===== config.mk =====
export PLATFORM = sky130hd
export DESIGN_NAME = branch_call_clear_exec
export DESIGN_NICKNAME = d
export VERILOG_FILES = /design/src/verilog/branch_exec_pkg.sv /design/src/verilog/decode_bus.sv /design/src/verilog/instr_decode.sv /design/src/verilog/phase_gen.sv /design/src/verilog/branch_call_clear_exec.sv
export SDC_FILE = /design/constraint.sdc
export NUM_CORES = 1
export LEC_CHECK = 0
export BUFFER_PORTS_ARGS = -buffer_cell sky130_fd_sc_hd__clkbuf_2
export CAP_MARGIN = 25
export CORE_MARGIN = 4
export CORE_UTILIZATION = 55
export CTS_BUF_LIST = sky130_fd_sc_hd__clkbuf_4 sky130_fd_sc_hd__clkbuf_8 sky130_fd_sc_hd__clkbuf_16
export DETAILED_ROUTE_END_ITERATION = 8
export GPL_TIMING_DRIVEN = 1
export HOLD_SLACK_MARGIN = 0.08
export PLACE_DENSITY = 0.76
export SLEW_MARGIN = 20
export SYNTH_ARGS = -nofsm -noshare
export SYNTH_HDL_FRONTEND = slang
export SYNTH_SLANG_ARGS = --single-unit

===== constraint.sdc =====
create_clock -name core_clk -period 6.05 [get_ports core_clk]
set_clock_uncertainty 0.1 [all_clocks]
set_input_delay 1.21 -clock core_clk [delete_from_list [all_inputs] [get_ports core_clk]]
set_output_delay 1.21 -clock core_clk [all_outputs]
set_load 0.005 [all_outputs]

===== src/verilog/branch_exec_pkg.sv =====
/*
  constants, register map and types shared by the instruction executor.
  assumes a 32-bit ahb-lite register bus and word-aligned registers.
*/
`default_nettype none
package branch_exec_pkg;
  // =========================================================
  // register byte offsets
  localparam logic [7:0] ADDR_CTRL   = 8'h00;
  localparam logic [7:0] ADDR_INSTR  = 8'h04;
  localparam logic [7:0] ADDR_PC     = 8'h08;
  localparam logic [7:0] ADDR_STATUS = 8'h0c;
  localparam logic [7:0] ADDR_WREG   = 8'h10;
  localparam logic [7:0] ADDR_BANK   = 8'h14;
  localparam logic [7:0] ADDR_SHADOW = 8'h18;
  localparam logic [7:0] ADDR_STACK  = 8'h1c;
  localparam logic [7:0] ADDR_FSR2   = 8'h20;
  // =========================================================
  // field positions
  localparam int CTRL_EXT_BIT   = 0;
  localparam int FLAG_Z_BIT     = 2;
  localparam int FLAG_OV_BIT    = 3;
  localparam int STAT_BUSY_BIT  = 8;
  localparam int STAT_WAIT2_BIT = 9;
  localparam int SHD_FLAGS_LSB  = 8;
  localparam int SHD_BANK_LSB   = 16;
  // =========================================================
  // widths and reset values
  localparam int PC_W    = 21;
  localparam int FADDR_W = 12;
  localparam int FLAGS_W = 5;
  localparam int BANK_W  = 4;
  localparam logic [PC_W-1:0]    PC_RST    = 21'h000000;
  localparam logic [FLAGS_W-1:0] FLAGS_RST = 5'h00;
  localparam logic [7:0]         WREG_RST  = 8'h00;
  localparam logic [BANK_W-1:0]  BANK_RST  = 4'h0;
  localparam logic [FADDR_W-1:0] FSR2_RST  = 12'h000;
  // =========================================================
  // opcodes and addressing constants
  localparam logic [7:0] OP_BR_OV = 8'he4;
  localparam logic [7:0] OP_BR_Z  = 8'he0;
  localparam logic [6:0] OP_CALL  = 7'h76;
  localparam logic [6:0] OP_CLEAR = 7'h35;
  localparam logic [3:0] OP_CALL2 = 4'hf;
  localparam logic [7:0] IDX_MAX      = 8'h5f;
  localparam logic [7:0] ACCESS_SPLIT = 8'h60;
  localparam logic [BANK_W-1:0] ACCESS_HI_BANK = 4'hf;
  localparam logic [1:0] Q_LAST = 2'h3;
  localparam logic [PC_W-1:0] PC_STEP = 21'h000002;
  // =========================================================
  // types
  typedef enum logic [1:0] {st_idle, st_exec, st_nop} exec_state_type;
endpackage
`default_nettype wire


===== src/verilog/decode_bus.sv =====
/*
  decoded instruction fields passed from the decoder to the executor.
  assumes one decoder producer and one executor consumer.
*/
`default_nettype none
interface decode_bus;
  logic       is_br_ov;
  logic       is_br_z;
  logic       is_call;
  logic       is_clear;
  logic       is_call2;
  logic [7:0] lit_low;
  logic       shadow_sel;
  logic       access_sel;
  logic [11:0] k_high;
  modport dec (output is_br_ov, is_br_z, is_call, is_clear, is_call2,
               lit_low, shadow_sel, access_sel, k_high);
  modport exe (input is_br_ov, is_br_z, is_call, is_clear, is_call2,
               lit_low, shadow_sel, access_sel, k_high);
endinterface
`default_nettype wire


===== src/verilog/instr_decode.sv =====
/*
  combinational decoder for the first and second instruction words.
  assumes both words are held stable by the executor.
*/
`default_nettype none
module instr_decode
  import branch_exec_pkg::*;
(
  input  wire logic [15:0] word1,
  input  wire logic [15:0] word2,
  decode_bus.dec           d
);
  // =========================================================
  // field extraction
  always_comb
  begin
    d.is_br_ov   = (word1[15:8] == OP_BR_OV); // see RULE_01
    d.is_br_z    = (word1[15:8] == OP_BR_Z);  // see RULE_02
    d.is_call    = (word1[15:9] == OP_CALL);  // see RULE_06
    d.is_clear   = (word1[15:9] == OP_CLEAR); // see RULE_12
    d.is_call2   = (word2[15:12] == OP_CALL2); // see RULE_06
    d.lit_low    = word1[7:0];
    d.shadow_sel = word1[8];
    d.access_sel = word1[8];
    d.k_high     = word2[11:0];
  end
endmodule // instr_decode
`default_nettype wire


===== src/verilog/phase_gen.sv =====
/*
  four-phase counter of the instruction cycle.
  assumes a synchronised active-low reset and a same-domain clock enable.
*/
`default_nettype none
module phase_gen
(
  input  wire logic       core_clk,
  input  wire logic       rst_n,
  input  wire logic       ce,
  input  wire logic       run,
  input  wire logic       hold,
  output var  logic [1:0] q
);
  logic [1:0] next_q;

  always_comb
  begin
    next_q = q;
    if (ce)
    begin
      if (!run)
        next_q = 2'h0;
      else if (!hold)
        next_q = q + 2'h1;
    end
  end

  always_ff @(posedge core_clk or negedge rst_n)
  begin
    if (!rst_n)
      q <= 2'h0;
    else
      q <= next_q;
  end
endmodule // phase_gen
`default_nettype wire


===== src/verilog/branch_call_clear_exec.sv =====
/*
  executor for overflow/zero branches, two-word subroutine call and file
  clear, with its architectural registers behind an ahb-lite slave.
  assumes one ahb-lite master, word transfers only, and a data memory that
  takes the clear strobe with its 12-bit address.
*/
// How it works
// RULE_01: overflow branch, prefix e4, signed 8-bit offset, branches only if OV set.
// RULE_02: zero branch, prefix e0, signed 8-bit offset, branches only if Z set.
// RULE_03: taken branch target is incremented counter plus twice the offset.
// RULE_04: taken branch lasts two cycles, second all idle; untaken takes one.
// RULE_05: untaken branch leaves counter at next instruction, no phase-four write.
// RULE_06: call decoded from word 1110110s kkkkkkkk and word 1111 kkkk kkkk kkkk; the executor ignores is_call2 and takes any second word.
// RULE_07: call pushes address of call plus four onto return stack top.
// RULE_08: call with s set copies W, flags and bank select to shadows.
// RULE_09: call with s clear leaves all three shadow registers unchanged.
// RULE_10: call loads 20-bit literal into counter bits 20 to 1.
// RULE_11: call pushes in phase three, writes counter in phase four, then idles.
// RULE_12: clear writes zero to file register, sets Z only, one cycle.
// RULE_13: clear with a=0 uses access bank, a=1 uses bank select register.
// RULE_14: extended set, a=0, address up to 5Fh: clear is indexed by FSR2.
// RULE_15: branches and call leave every status flag untouched.
`default_nettype none
module branch_call_clear_exec
  import branch_exec_pkg::*;
(
  input  wire logic               core_clk,
  input  wire logic               rst_n,
  input  wire logic               ce,
  input  wire logic               hsel,
  input  wire logic [31:0]        haddr,
  input  wire logic [1:0]         htrans,
  input  wire logic               hwrite,
  input  wire logic [2:0]         hsize,
  input  wire logic [31:0]        hwdata,
  input  wire logic               hready,
  output var  logic [31:0]        hrdata,
  output var  logic               hreadyout,
  output var  logic               hresp,
  output var  logic               mem_clear_en,
  output var  logic [FADDR_W-1:0] mem_clear_addr,
  output var  logic               stack_push
);
  // =========================================================
  // reset release
  logic rst_meta_n;
  logic rst_sync_n;

  always_ff @(posedge core_clk or negedge rst_n)
  begin
    if (!rst_n)
    begin
      rst_meta_n <= 1'b0;
      rst_sync_n <= 1'b0;
    end
    else
    begin
      rst_meta_n <= 1'b1;
      rst_sync_n <= rst_meta_n;
    end
  end

  // =========================================================
  // state
  exec_state_type       state;
  logic [15:0]          ir;
  logic [15:0]          ir2;
  logic                 ir2_valid;
  logic [PC_W-1:0]      pc;
  logic [FLAGS_W-1:0]   flags;
  logic [7:0]           wreg;
  logic [BANK_W-1:0]    bank_select_reg;
  logic [7:0]           working_shadow;
  logic [FLAGS_W-1:0]   flags_shadow;
  logic [BANK_W-1:0]    bank_select_shadow;
  logic [PC_W-1:0]      return_stack_top;
  logic [FADDR_W-1:0]   fsr2;
  logic                 ext_en;
  logic                 wr_pend;
  logic [7:0]           wr_addr;

  exec_state_type       next_state;
  logic [15:0]          next_ir;
  logic [15:0]          next_ir2;
  logic                 next_ir2_valid;
  logic [PC_W-1:0]      next_pc;
  logic [FLAGS_W-1:0]   next_flags;
  logic [7:0]           next_wreg;
  logic [BANK_W-1:0]    next_bank_select_reg;
  logic [7:0]           next_working_shadow;
  logic [FLAGS_W-1:0]   next_flags_shadow;
  logic [BANK_W-1:0]    next_bank_select_shadow;
  logic [PC_W-1:0]      next_return_stack_top;
  logic [FADDR_W-1:0]   next_fsr2;
  logic                 next_ext_en;
  logic                 next_wr_pend;
  logic [7:0]           next_wr_addr;
  logic [31:0]          next_hrdata;
  logic                 next_mem_clear_en;
  logic [FADDR_W-1:0]   next_mem_clear_addr;
  logic                 next_stack_push;

  logic [1:0]           q;
  logic                 wait2;
  logic                 busy;
  logic                 taken;
  logic [FADDR_W-1:0]   clr_addr;
  logic                 wr_now;

  decode_bus dec_bus ();

  instr_decode u_decode
  (
    .word1 (ir),
    .word2 (ir2),
    .d     (dec_bus)
  );

  // call stalls in phase four until its second word arrives
  assign wait2 = (state == st_exec) && dec_bus.is_call && (q == Q_LAST)
                 && !ir2_valid;
  assign busy  = (state != st_idle);

  phase_gen u_phase
  (
    .core_clk (core_clk),
    .rst_n    (rst_sync_n),
    .ce       (ce),
    .run      (busy),
    .hold     (wait2),
    .q        (q)
  );

  // =========================================================
  // condition and clear address
  always_comb
  begin
    taken = (dec_bus.is_br_ov && flags[FLAG_OV_BIT]) // see RULE_01
         || (dec_bus.is_br_z && flags[FLAG_Z_BIT]);  // see RULE_02
    if (!dec_bus.access_sel && ext_en && (dec_bus.lit_low <= IDX_MAX))
      clr_addr = fsr2 + {4'h0, dec_bus.lit_low};         // see RULE_14
    else if (!dec_bus.access_sel)
      clr_addr = (dec_bus.lit_low < ACCESS_SPLIT)
               ? {4'h0, dec_bus.lit_low}                 // see RULE_13
               : {ACCESS_HI_BANK, dec_bus.lit_low};
    else
      clr_addr = {bank_select_reg, dec_bus.lit_low};     // see RULE_13
  end

  // =========================================================
  // register bus read mux, sampled at the address phase
  assign wr_now = wr_pend;

  always_comb
  begin
    next_hrdata = 32'h00000000;
    case (haddr[7:0])
      ADDR_CTRL:   next_hrdata[CTRL_EXT_BIT] = ext_en;
      ADDR_INSTR:  next_hrdata = {ir2, ir};
      ADDR_PC:     next_hrdata[PC_W-1:0] = pc;
      ADDR_STATUS:
      begin
        next_hrdata[FLAGS_W-1:0]    = flags;
        next_hrdata[STAT_BUSY_BIT]  = busy;
        next_hrdata[STAT_WAIT2_BIT] = wait2;
      end
      ADDR_WREG:   next_hrdata[7:0] = wreg;
      ADDR_BANK:   next_hrdata[BANK_W-1:0] = bank_select_reg;
      ADDR_SHADOW:
      begin
        next_hrdata[7:0] = working_shadow;
        next_hrdata[SHD_FLAGS_LSB +: FLAGS_W] = flags_shadow;
        next_hrdata[SHD_BANK_LSB +: BANK_W] = bank_select_shadow;
      end
      ADDR_STACK:  next_hrdata[PC_W-1:0] = return_stack_top;
      ADDR_FSR2:   next_hrdata[FADDR_W-1:0] = fsr2;
      default:     next_hrdata = 32'h00000000;
    endcase
    if (haddr[31:8] != 24'h000000)
      next_hrdata = 32'h00000000;
  end

  // =========================================================
  // execution and register writes
  always_comb
  begin
    next_state              = state;
    next_ir                 = ir;
    next_ir2                = ir2;
    next_ir2_valid          = ir2_valid;
    next_pc                 = pc;
    next_flags              = flags;
    next_wreg               = wreg;
    next_bank_select_reg    = bank_select_reg;
    next_working_shadow     = working_shadow;
    next_flags_shadow       = flags_shadow;
    next_bank_select_shadow = bank_select_shadow;
    next_return_stack_top   = return_stack_top;
    next_fsr2               = fsr2;
    next_ext_en             = ext_en;
    next_wr_pend            = wr_pend;
    next_wr_addr            = wr_addr;
    next_mem_clear_en       = mem_clear_en;
    next_mem_clear_addr     = mem_clear_addr;
    next_stack_push         = stack_push;
    if (ce)
    begin
      next_mem_clear_en = 1'b0;
      next_stack_push   = 1'b0;
      next_wr_pend = hsel && htrans[1] && hready && hwrite
                     && (haddr[31:8] == 24'h000000);
      next_wr_addr = haddr[7:0];
      // bus writes, data phase of a taken write
      if (wr_now && (wr_addr == ADDR_INSTR))
      begin
        if (state == st_idle)
        begin
          next_ir        = hwdata[15:0];
          next_ir2_valid = 1'b0;
          next_state     = st_exec;
        end
        else if ((state == st_exec) && dec_bus.is_call && !ir2_valid)
        begin
          next_ir2       = hwdata[15:0];
          next_ir2_valid = 1'b1;
        end
      end
      else if (wr_now && (state == st_idle))
      begin
        case (wr_addr)
          ADDR_CTRL:   next_ext_en = hwdata[CTRL_EXT_BIT];
          ADDR_PC:     next_pc = {hwdata[PC_W-1:1], 1'b0};
          ADDR_STATUS: next_flags = hwdata[FLAGS_W-1:0];
          ADDR_WREG:   next_wreg = hwdata[7:0];
          ADDR_BANK:   next_bank_select_reg = hwdata[BANK_W-1:0];
          ADDR_FSR2:   next_fsr2 = hwdata[FADDR_W-1:0];
          default:     next_ext_en = ext_en;
        endcase
      end
      // instruction phases
      case (state)
        st_idle:
          next_state = next_state;
        st_exec:
        begin
          case (q)
            2'h0:
              next_pc = pc + PC_STEP;                   // see RULE_05
            2'h2:
              if (dec_bus.is_call)
              begin
                next_return_stack_top = pc + PC_STEP;   // see RULE_07
                next_stack_push       = 1'b1;           // see RULE_11
                if (dec_bus.shadow_sel)                 // see RULE_08
                begin
                  next_working_shadow     = wreg;
                  next_flags_shadow       = flags;
                  next_bank_select_shadow = bank_select_reg;
                end                                     // see RULE_09
              end
            2'h3:
            begin
              next_state = st_idle;                     // see RULE_04
              if ((dec_bus.is_br_ov || dec_bus.is_br_z) && taken)
              begin
                next_pc = pc + {{12{dec_bus.lit_low[7]}}, // see RULE_03
                                dec_bus.lit_low, 1'b0};
                next_state = st_nop;                    // see RULE_04
              end
              else if (dec_bus.is_call)
              begin
                if (ir2_valid)
                begin
                  next_pc = {dec_bus.k_high,             // see RULE_10
                             dec_bus.lit_low, 1'b0};
                  next_state = st_nop;                  // see RULE_11
                end
                else
                  next_state = st_exec;
              end
              else if (dec_bus.is_clear)
              begin
                next_mem_clear_en   = 1'b1;             // see RULE_12
                next_mem_clear_addr = clr_addr;
                next_flags[FLAG_Z_BIT] = 1'b1;          // see RULE_12
              end
            end
            default:
              next_state = st_exec;
          endcase
        end
        st_nop:
          if (q == Q_LAST)
            next_state = st_idle;                       // see RULE_15
        default:
          next_state = st_idle;
      endcase
    end
  end

  always_ff @(posedge core_clk or negedge rst_sync_n)
  begin
    if (!rst_sync_n)
    begin
      state              <= st_idle;
      ir                 <= 16'h0000;
      ir2                <= 16'h0000;
      ir2_valid          <= 1'b0;
      pc                 <= PC_RST;
      flags              <= FLAGS_RST;
      wreg               <= WREG_RST;
      bank_select_reg    <= BANK_RST;
      working_shadow     <= WREG_RST;
      flags_shadow       <= FLAGS_RST;
      bank_select_shadow <= BANK_RST;
      return_stack_top   <= PC_RST;
      fsr2               <= FSR2_RST;
      ext_en             <= 1'b0;
      wr_pend            <= 1'b0;
      wr_addr            <= 8'h00;
      hrdata             <= 32'h00000000;
      hreadyout          <= 1'b1;
      hresp              <= 1'b0;
      mem_clear_en       <= 1'b0;
      mem_clear_addr     <= 12'h000;
      stack_push         <= 1'b0;
    end
    else
    begin
      state              <= next_state;
      ir                 <= next_ir;
      ir2                <= next_ir2;
      ir2_valid          <= next_ir2_valid;
      pc                 <= next_pc;
      flags              <= next_flags;
      wreg               <= next_wreg;
      bank_select_reg    <= next_bank_select_reg;
      working_shadow     <= next_working_shadow;
      flags_shadow       <= next_flags_shadow;
      bank_select_shadow <= next_bank_select_shadow;
      return_stack_top   <= next_return_stack_top;
      fsr2               <= next_fsr2;
      ext_en             <= next_ext_en;
      wr_pend            <= next_wr_pend;
      wr_addr            <= next_wr_addr;
      if (ce && hsel && htrans[1] && hready && !hwrite)
        hrdata <= next_hrdata;
      hreadyout          <= 1'b1;
      hresp              <= 1'b0;
      mem_clear_en       <= next_mem_clear_en;
      mem_clear_addr     <= next_mem_clear_addr;
      stack_push         <= next_stack_push;
    end
  end

  logic unused_bits;
  assign unused_bits = ^{hsize, haddr[1:0], hwdata[31:16]};
endmodule // branch_call_clear_exec
`default_nettype wire


# After elaboration in Yosys (flattened, before gate mapping)
# Cells that the tools add are included.
# totals
reg_bits	183
# op_classes
addsub	4
magnitude_cmp	2
eq_ne	23
mux	51
bitwise_logic	4
reduce_logical	45
# ops
op	count
21-bit two-way mux	7
8-bit by 5-bit equality test with 1-bit output, second input constant	6
21-bit case mux with 2 select lines	1
12-bit two-way mux	3
8-bit by 4-bit equality test with 1-bit output, second input constant	4
32-bit two-way mux	1
4-bit AND reduction	7
24-bit logical NOT	1
3-bit case mux with 8 select lines	1
24-bit nonzero test	1
21-bit by 2-bit adder with 21-bit output, second input constant	1
21-bit adder	1
1-bit logical AND	19
3-bit case mux with 6 select lines	1
8-bit by 3-bit equality test with 1-bit output, second input constant	2
8-bit by 6-bit equality test with 1-bit output, second input constant	2
8-bit equality test, second input constant	2
8-bit logical NOT	2
2-bit two-way mux	8
4-bit case mux with 4 select lines	1
1-bit two-way mux	15
12-bit by 8-bit adder with 12-bit output	1
2-bit case mux with 6 select lines	1
11-bit two-way mux	1
27 further kinds	40

# Logic depth before layout (Yosys ltp)
# depth
word_depth	9
mapped_depth	11
ltp_nobuf	10

# Cells and area by module
# From an unflattened synthesis, not the netlist that was laid out.
# hier_totals
cells_unflattened	1124
area_unflattened_um2	10915.5
# modules_own_cells
module	instances	cells_each	area_per_inst_um2	seq_area_each_um2
branch_call_clear_exec	1	1081	10568.9	4529.3
instr_decode	1	32	241.5	0.0
phase_gen	1	11	105.1	50.0

# Worst setup path after synthesis
# Ideal clock, no wire load.
# synth_timing
path_type	in2reg
start	input port haddr[2]
end	register hrdata[0]
setup_ps	129
arrival_time_ps	2616
t_required_ps	5821
path_slack_ps	3206
cell_stages	7
n_path_buf	2
cell_sequence	clkbuf_1 -> buf_2 -> mux2_2 -> a221oi_1 -> a21oi_1 -> a221oi_1 -> o21ai_0
# synth_between
elab_chain_len	3
elab_cells_between_ends	11
cone_classes	eq/ne: 8; mux: 2; reduce/logical: 1
# synth_lines
element	line_no	text
start: declaration	branch_call_clear_exec.sv:31	input wire logic [31:0] haddr,
8-bit by 6-bit equality test with 1-bit output, or another cell as far along	branch_call_clear_exec.sv:157	case (haddr[7:0])
1-bit case mux with 9 select lines (*)	branch_call_clear_exec.sv:157	
32-bit two-way mux (*)	branch_call_clear_exec.sv:179	if (haddr[31:8] != 24'h000000)
end signal: assignment	branch_call_clear_exec.sv:347	hrdata <= next_hrdata;
end: declaration	branch_call_clear_exec.sv:37	output var logic [31:0] hrdata,
# Every way passes the cells marked *; elsewhere a longest branch is shown, timed or not.
# A chain may end at the register's enable or synchronous reset.

# Worst setup path after layout
# layout_timing
start	input port ce
end	register flags_shadow[4]
# layout_between
elab_chain_len	1
# layout_lines
element	line_no	text
start: declaration	branch_call_clear_exec.sv:29	input wire logic ce,
5-bit AND reduction (no line)	n/a	
end signal: assignment	branch_call_clear_exec.sv:339	flags_shadow <= next_flags_shadow;
end: declaration	branch_call_clear_exec.sv:74	logic [FLAGS_W-1:0] flags_shadow;
# No other way between the ends.

==> impl_results.md <==
- Routed len/inst: approximately 24 um
- Seq pwr share: between 40% and 50%
- CTS sink cnt: 183
- Ports: 123
- RR Startpoint: wr_addr[1]$_DFFE_PN0P_
- CTS tree: yes
- Worst path depth: 8
- Drt via density: 6.70
- Cells after synthesis: 1048
- 1st-pass router iterations: 8
- Core area: 19000 sq um
- Crit path buf inv count: 3
- Starting Density: 56.6%
- Die height: 148 um
- FP Rows: 50
- Crit-path cells: clkbuf_2, inv_2, or2_4, nor3_2, nand2_2, clkinv_2, nand2_4, mux2_4
- Layout cells sized above 1: 24.6%
- Setup Crit Path Kind: in2reg
- CTS clk-pin slew, worst paths: 0.07 ns
- Max-Cap Viols: 0
- First-pass GRT wire length: 52000 um
- CP max stage delay: between 0.4 and 0.5 ns
- CTS HTree Levels: 4
- Slew Limit Fails: 0
- Syn avg cell area: roughly 10 sq um
- Biggest register: hrdata
- Post_cts resized: 0
- Inserted Clock Buffers: 17
- Placement Cell Area: 11400 sq um
- Hold Buf Count CTS: 0
- Largest register FFs: 32
- R2r setup slk: roughly 2.6 ns
- CP arrival: 3.81 ns
- Crit path from: ce
- Unrepaired setup endpoints after global routing: false
- Post-synth ARST share: 100%
- Overall power: around 2800 uW
- Worst EP required: 6.28 ns
- GP Congestion: 0.987
- Final setup fails: 0
- Flops & latches, synth: 183
- Switching power: 779 uW
- GR Overflow Total: 0
- DR iter-0 viols: between 1k and 1.5k
- Share of the synthesized area in the top cell type: a little over two fifths
- Hold WS: 0.251 ns
- Vias in the first global route: 9006
- CP Max Fanout: 26
- Post-detailed-routing wire length: 33700 um
- Internal Power: between 1500 and 2000 uW
- Register area share after synthesis: approximately 43%
- Top-count cell post-synth: dfrtp_1
- Largest net degree at the start of global routing: 67
- Outcome: finished clean
- Yosys cell types: 90
- Fin crit share: 59.2%
- Worst hold path type: reg2reg
- Last element of the critical path: flags_shadow[4]$_DFFE_PN0P_
- Antenna viol nets, final: 0
- Postcts setup bufs: 0
- Fmax: 279 MHz
- GR Util All Layers: 30.7%
- Max Buffers Root-to-Sink: 2
- Synth Flop Type: dfrtp_1
- Final HPWL DP: 24400 um
- Cell taking the most area after synthesis: dfrtp_1
- Slew headroom: 25.2%
- Syn-to-layout area delta: 11.9%
- Final instance area: 12000 sq um
- CP Launch Type: primary input
- CTS Root Cell: clkbuf_16
- Final nets: roughly 1.2k
- Worst Tran Pin Value: 1.12 ns
- Clock Latency Late Sink: 0.44 ns
- Diode count: 0
- Sw frac: 28.1%
- Combinational share of power: 10.3%
- Post-Syn Area: between 10000 and 15000 sq um
- Fill cells: 1576
- Biggest regs: hrdata: 32 flops, pc: 21 flops, return_stack_top: 21 flops
- Die area: 21800 sq um
- Reg-to-reg endpoint: pc[6]$_DFFE_PN0P_
- YS warnings: 0
- Ranking of synthesized cells by area: dfrtp_1 43%, mux2_2 10%, ha_1 3.7%, nand2_1 3.7%, o21ai_0 3.1%
- Setup TNS: 0 ns
- Cell Pwr Density: ~230 nW/um^2
- Placed insts: around 1.4k
- Initial antenna violation count: 1
- Most frequent cells after synthesis: 183 x dfrtp_1, 105 x nand2_1, 99 x mux2_2
- Post-synth EDFFs: 0
- Leakage: 0.00574 uW
- Finished Layout Cells: ~1.4k
- Crit path max-delay family: simple AND/OR/NAND/NOR gates
- Slowest cell on the critical path: nand2_2
- CP Capture Type: register
- Die X: 148 um
- IO buf count: approximately 110
- Crit path time final: 3.58 ns
- Final Hold Fails: 0
- Drt drc: 0
- Clock share of power: between 40% and 50%
- Worst VDD drop: 209 uV
- Via count: roughly 9.4k
- Depth of the most critical reg-to-reg path: 7
## cell families (layout without fill, tap and decap cells)
family                   Yosys count  after routing  synth area share, %
adder cells (fa/ha/maj)           34             34                 4.11
AND/OR/NAND/NOR                  317            317                 15.4
flip-flops                       183            183                 42.7
multiplexers                     125            125                 13.3
other                              2              3               0.0700
buffers and inverters             64            159                 3.06
AO/OA/AOI/OAI                    284            284                 18.3
XOR/XNOR                          39             39                 3.18
## how the worst min path moves through the flow
stage	depth (start not counted)	start	slack [ns]	endpoint
floorplan	0	rst_meta_n$_DFF_PN0_	0.23	rst_sync_n$_DFF_PN0_
global placement	0	rst_meta_n$_DFF_PN0_	0.24	rst_sync_n$_DFF_PN0_
detailed placement	0	rst_meta_n$_DFF_PN0_	0.24	rst_sync_n$_DFF_PN0_
CTS	0	rst_meta_n$_DFF_PN0_	0.25	rst_sync_n$_DFF_PN0_
global route	0	rst_meta_n$_DFF_PN0_	0.27	rst_sync_n$_DFF_PN0_
finish	0	rst_meta_n$_DFF_PN0_	0.25	rst_sync_n$_DFF_PN0_
## cell usage in the layout, fill, tap and decap left out, types with 5 or more instances in the layout
cell type | Yosys | routed
inv_8 | 0 | 5
inv_1 | 12 | 12
nor3_1 | 22 | 22
a21o_1 | 18 | 18
or3_1 | 9 | 9
a22o_1 | 22 | 22
a211oi_1 | 11 | 11
a221oi_1 | 12 | 12
a31oi_1 | 8 | 8
a21oi_1 | 55 | 55
nor2_1 | 57 | 57
clkbuf_16 | 0 | 17
and2_1 | 5 | 5
nand3_1 | 35 | 35
o21a_1 | 5 | 5
dfrtp_1 | 183 | 182
o211ai_1 | 9 | 9
a221o_1 | 5 | 5
o21ai_0 | 66 | 66
nor3_2 | 6 | 6
a222oi_1 | 11 | 11
a22oi_1 | 14 | 14
o31ai_1 | 6 | 6
nand3b_1 | 5 | 5
mux2i_1 | 21 | 21
nand2_1 | 105 | 105
nor4_1 | 8 | 8
and3_1 | 12 | 12
nor2b_1 | 7 | 7
ha_1 | 32 | 32
xnor2_1 | 21 | 21
xor2_1 | 18 | 18
o22ai_1 | 6 | 6
clkbuf_2 | 1 | 105
buf_4 | 7 | 8
nand4_1 | 9 | 9
mux2_2 | 99 | 99
## layout make-up
class                           instances  area [sq um]  area share [%]
Clock buffer                           18           439            3.66
Multi-Input combinational cell        802          5840            48.6
Timing Repair Buffer                  113           586            4.88
Inverter                               14          53.8           0.448
Sequential cell                       183          4580            38.2
Clock inverter                         14           183            1.52
Tap cell                              260           325            2.71
## power groups by stage
stage / Sequential, uW / Combinational, uW / Clock, uW
after global placement: 1320 / 271 / 0
after global routing: 1310 / 309 / 1240
final: 1300 / 284 / 1180
after floorplan: 1320 / 172 / 0
after detailed placement: 1320 / 276 / 0
after CTS: 1300 / 277 / 1190
## per-layer routing
metal / track usage, % / routed length, um
met1: 42.4 / 13600
met2: 47.1 / 14800
met3: 7.94 / 4060
met4: 11.0 / 1210
met5: 0 / 13
## through the flow
stage | setup slack, ns | util (%)
5_1_grt | 2.37 | 63.4
6_report | 2.47 | 63.4
2_1_floorplan | 0.473 | -
3_3_place_gp | 2.15 | 60.0
3_5_place_dp | 2.11 | 60.0
4_1_cts | 2.56 | 63.3
Power figures use the tool's default switching activity.
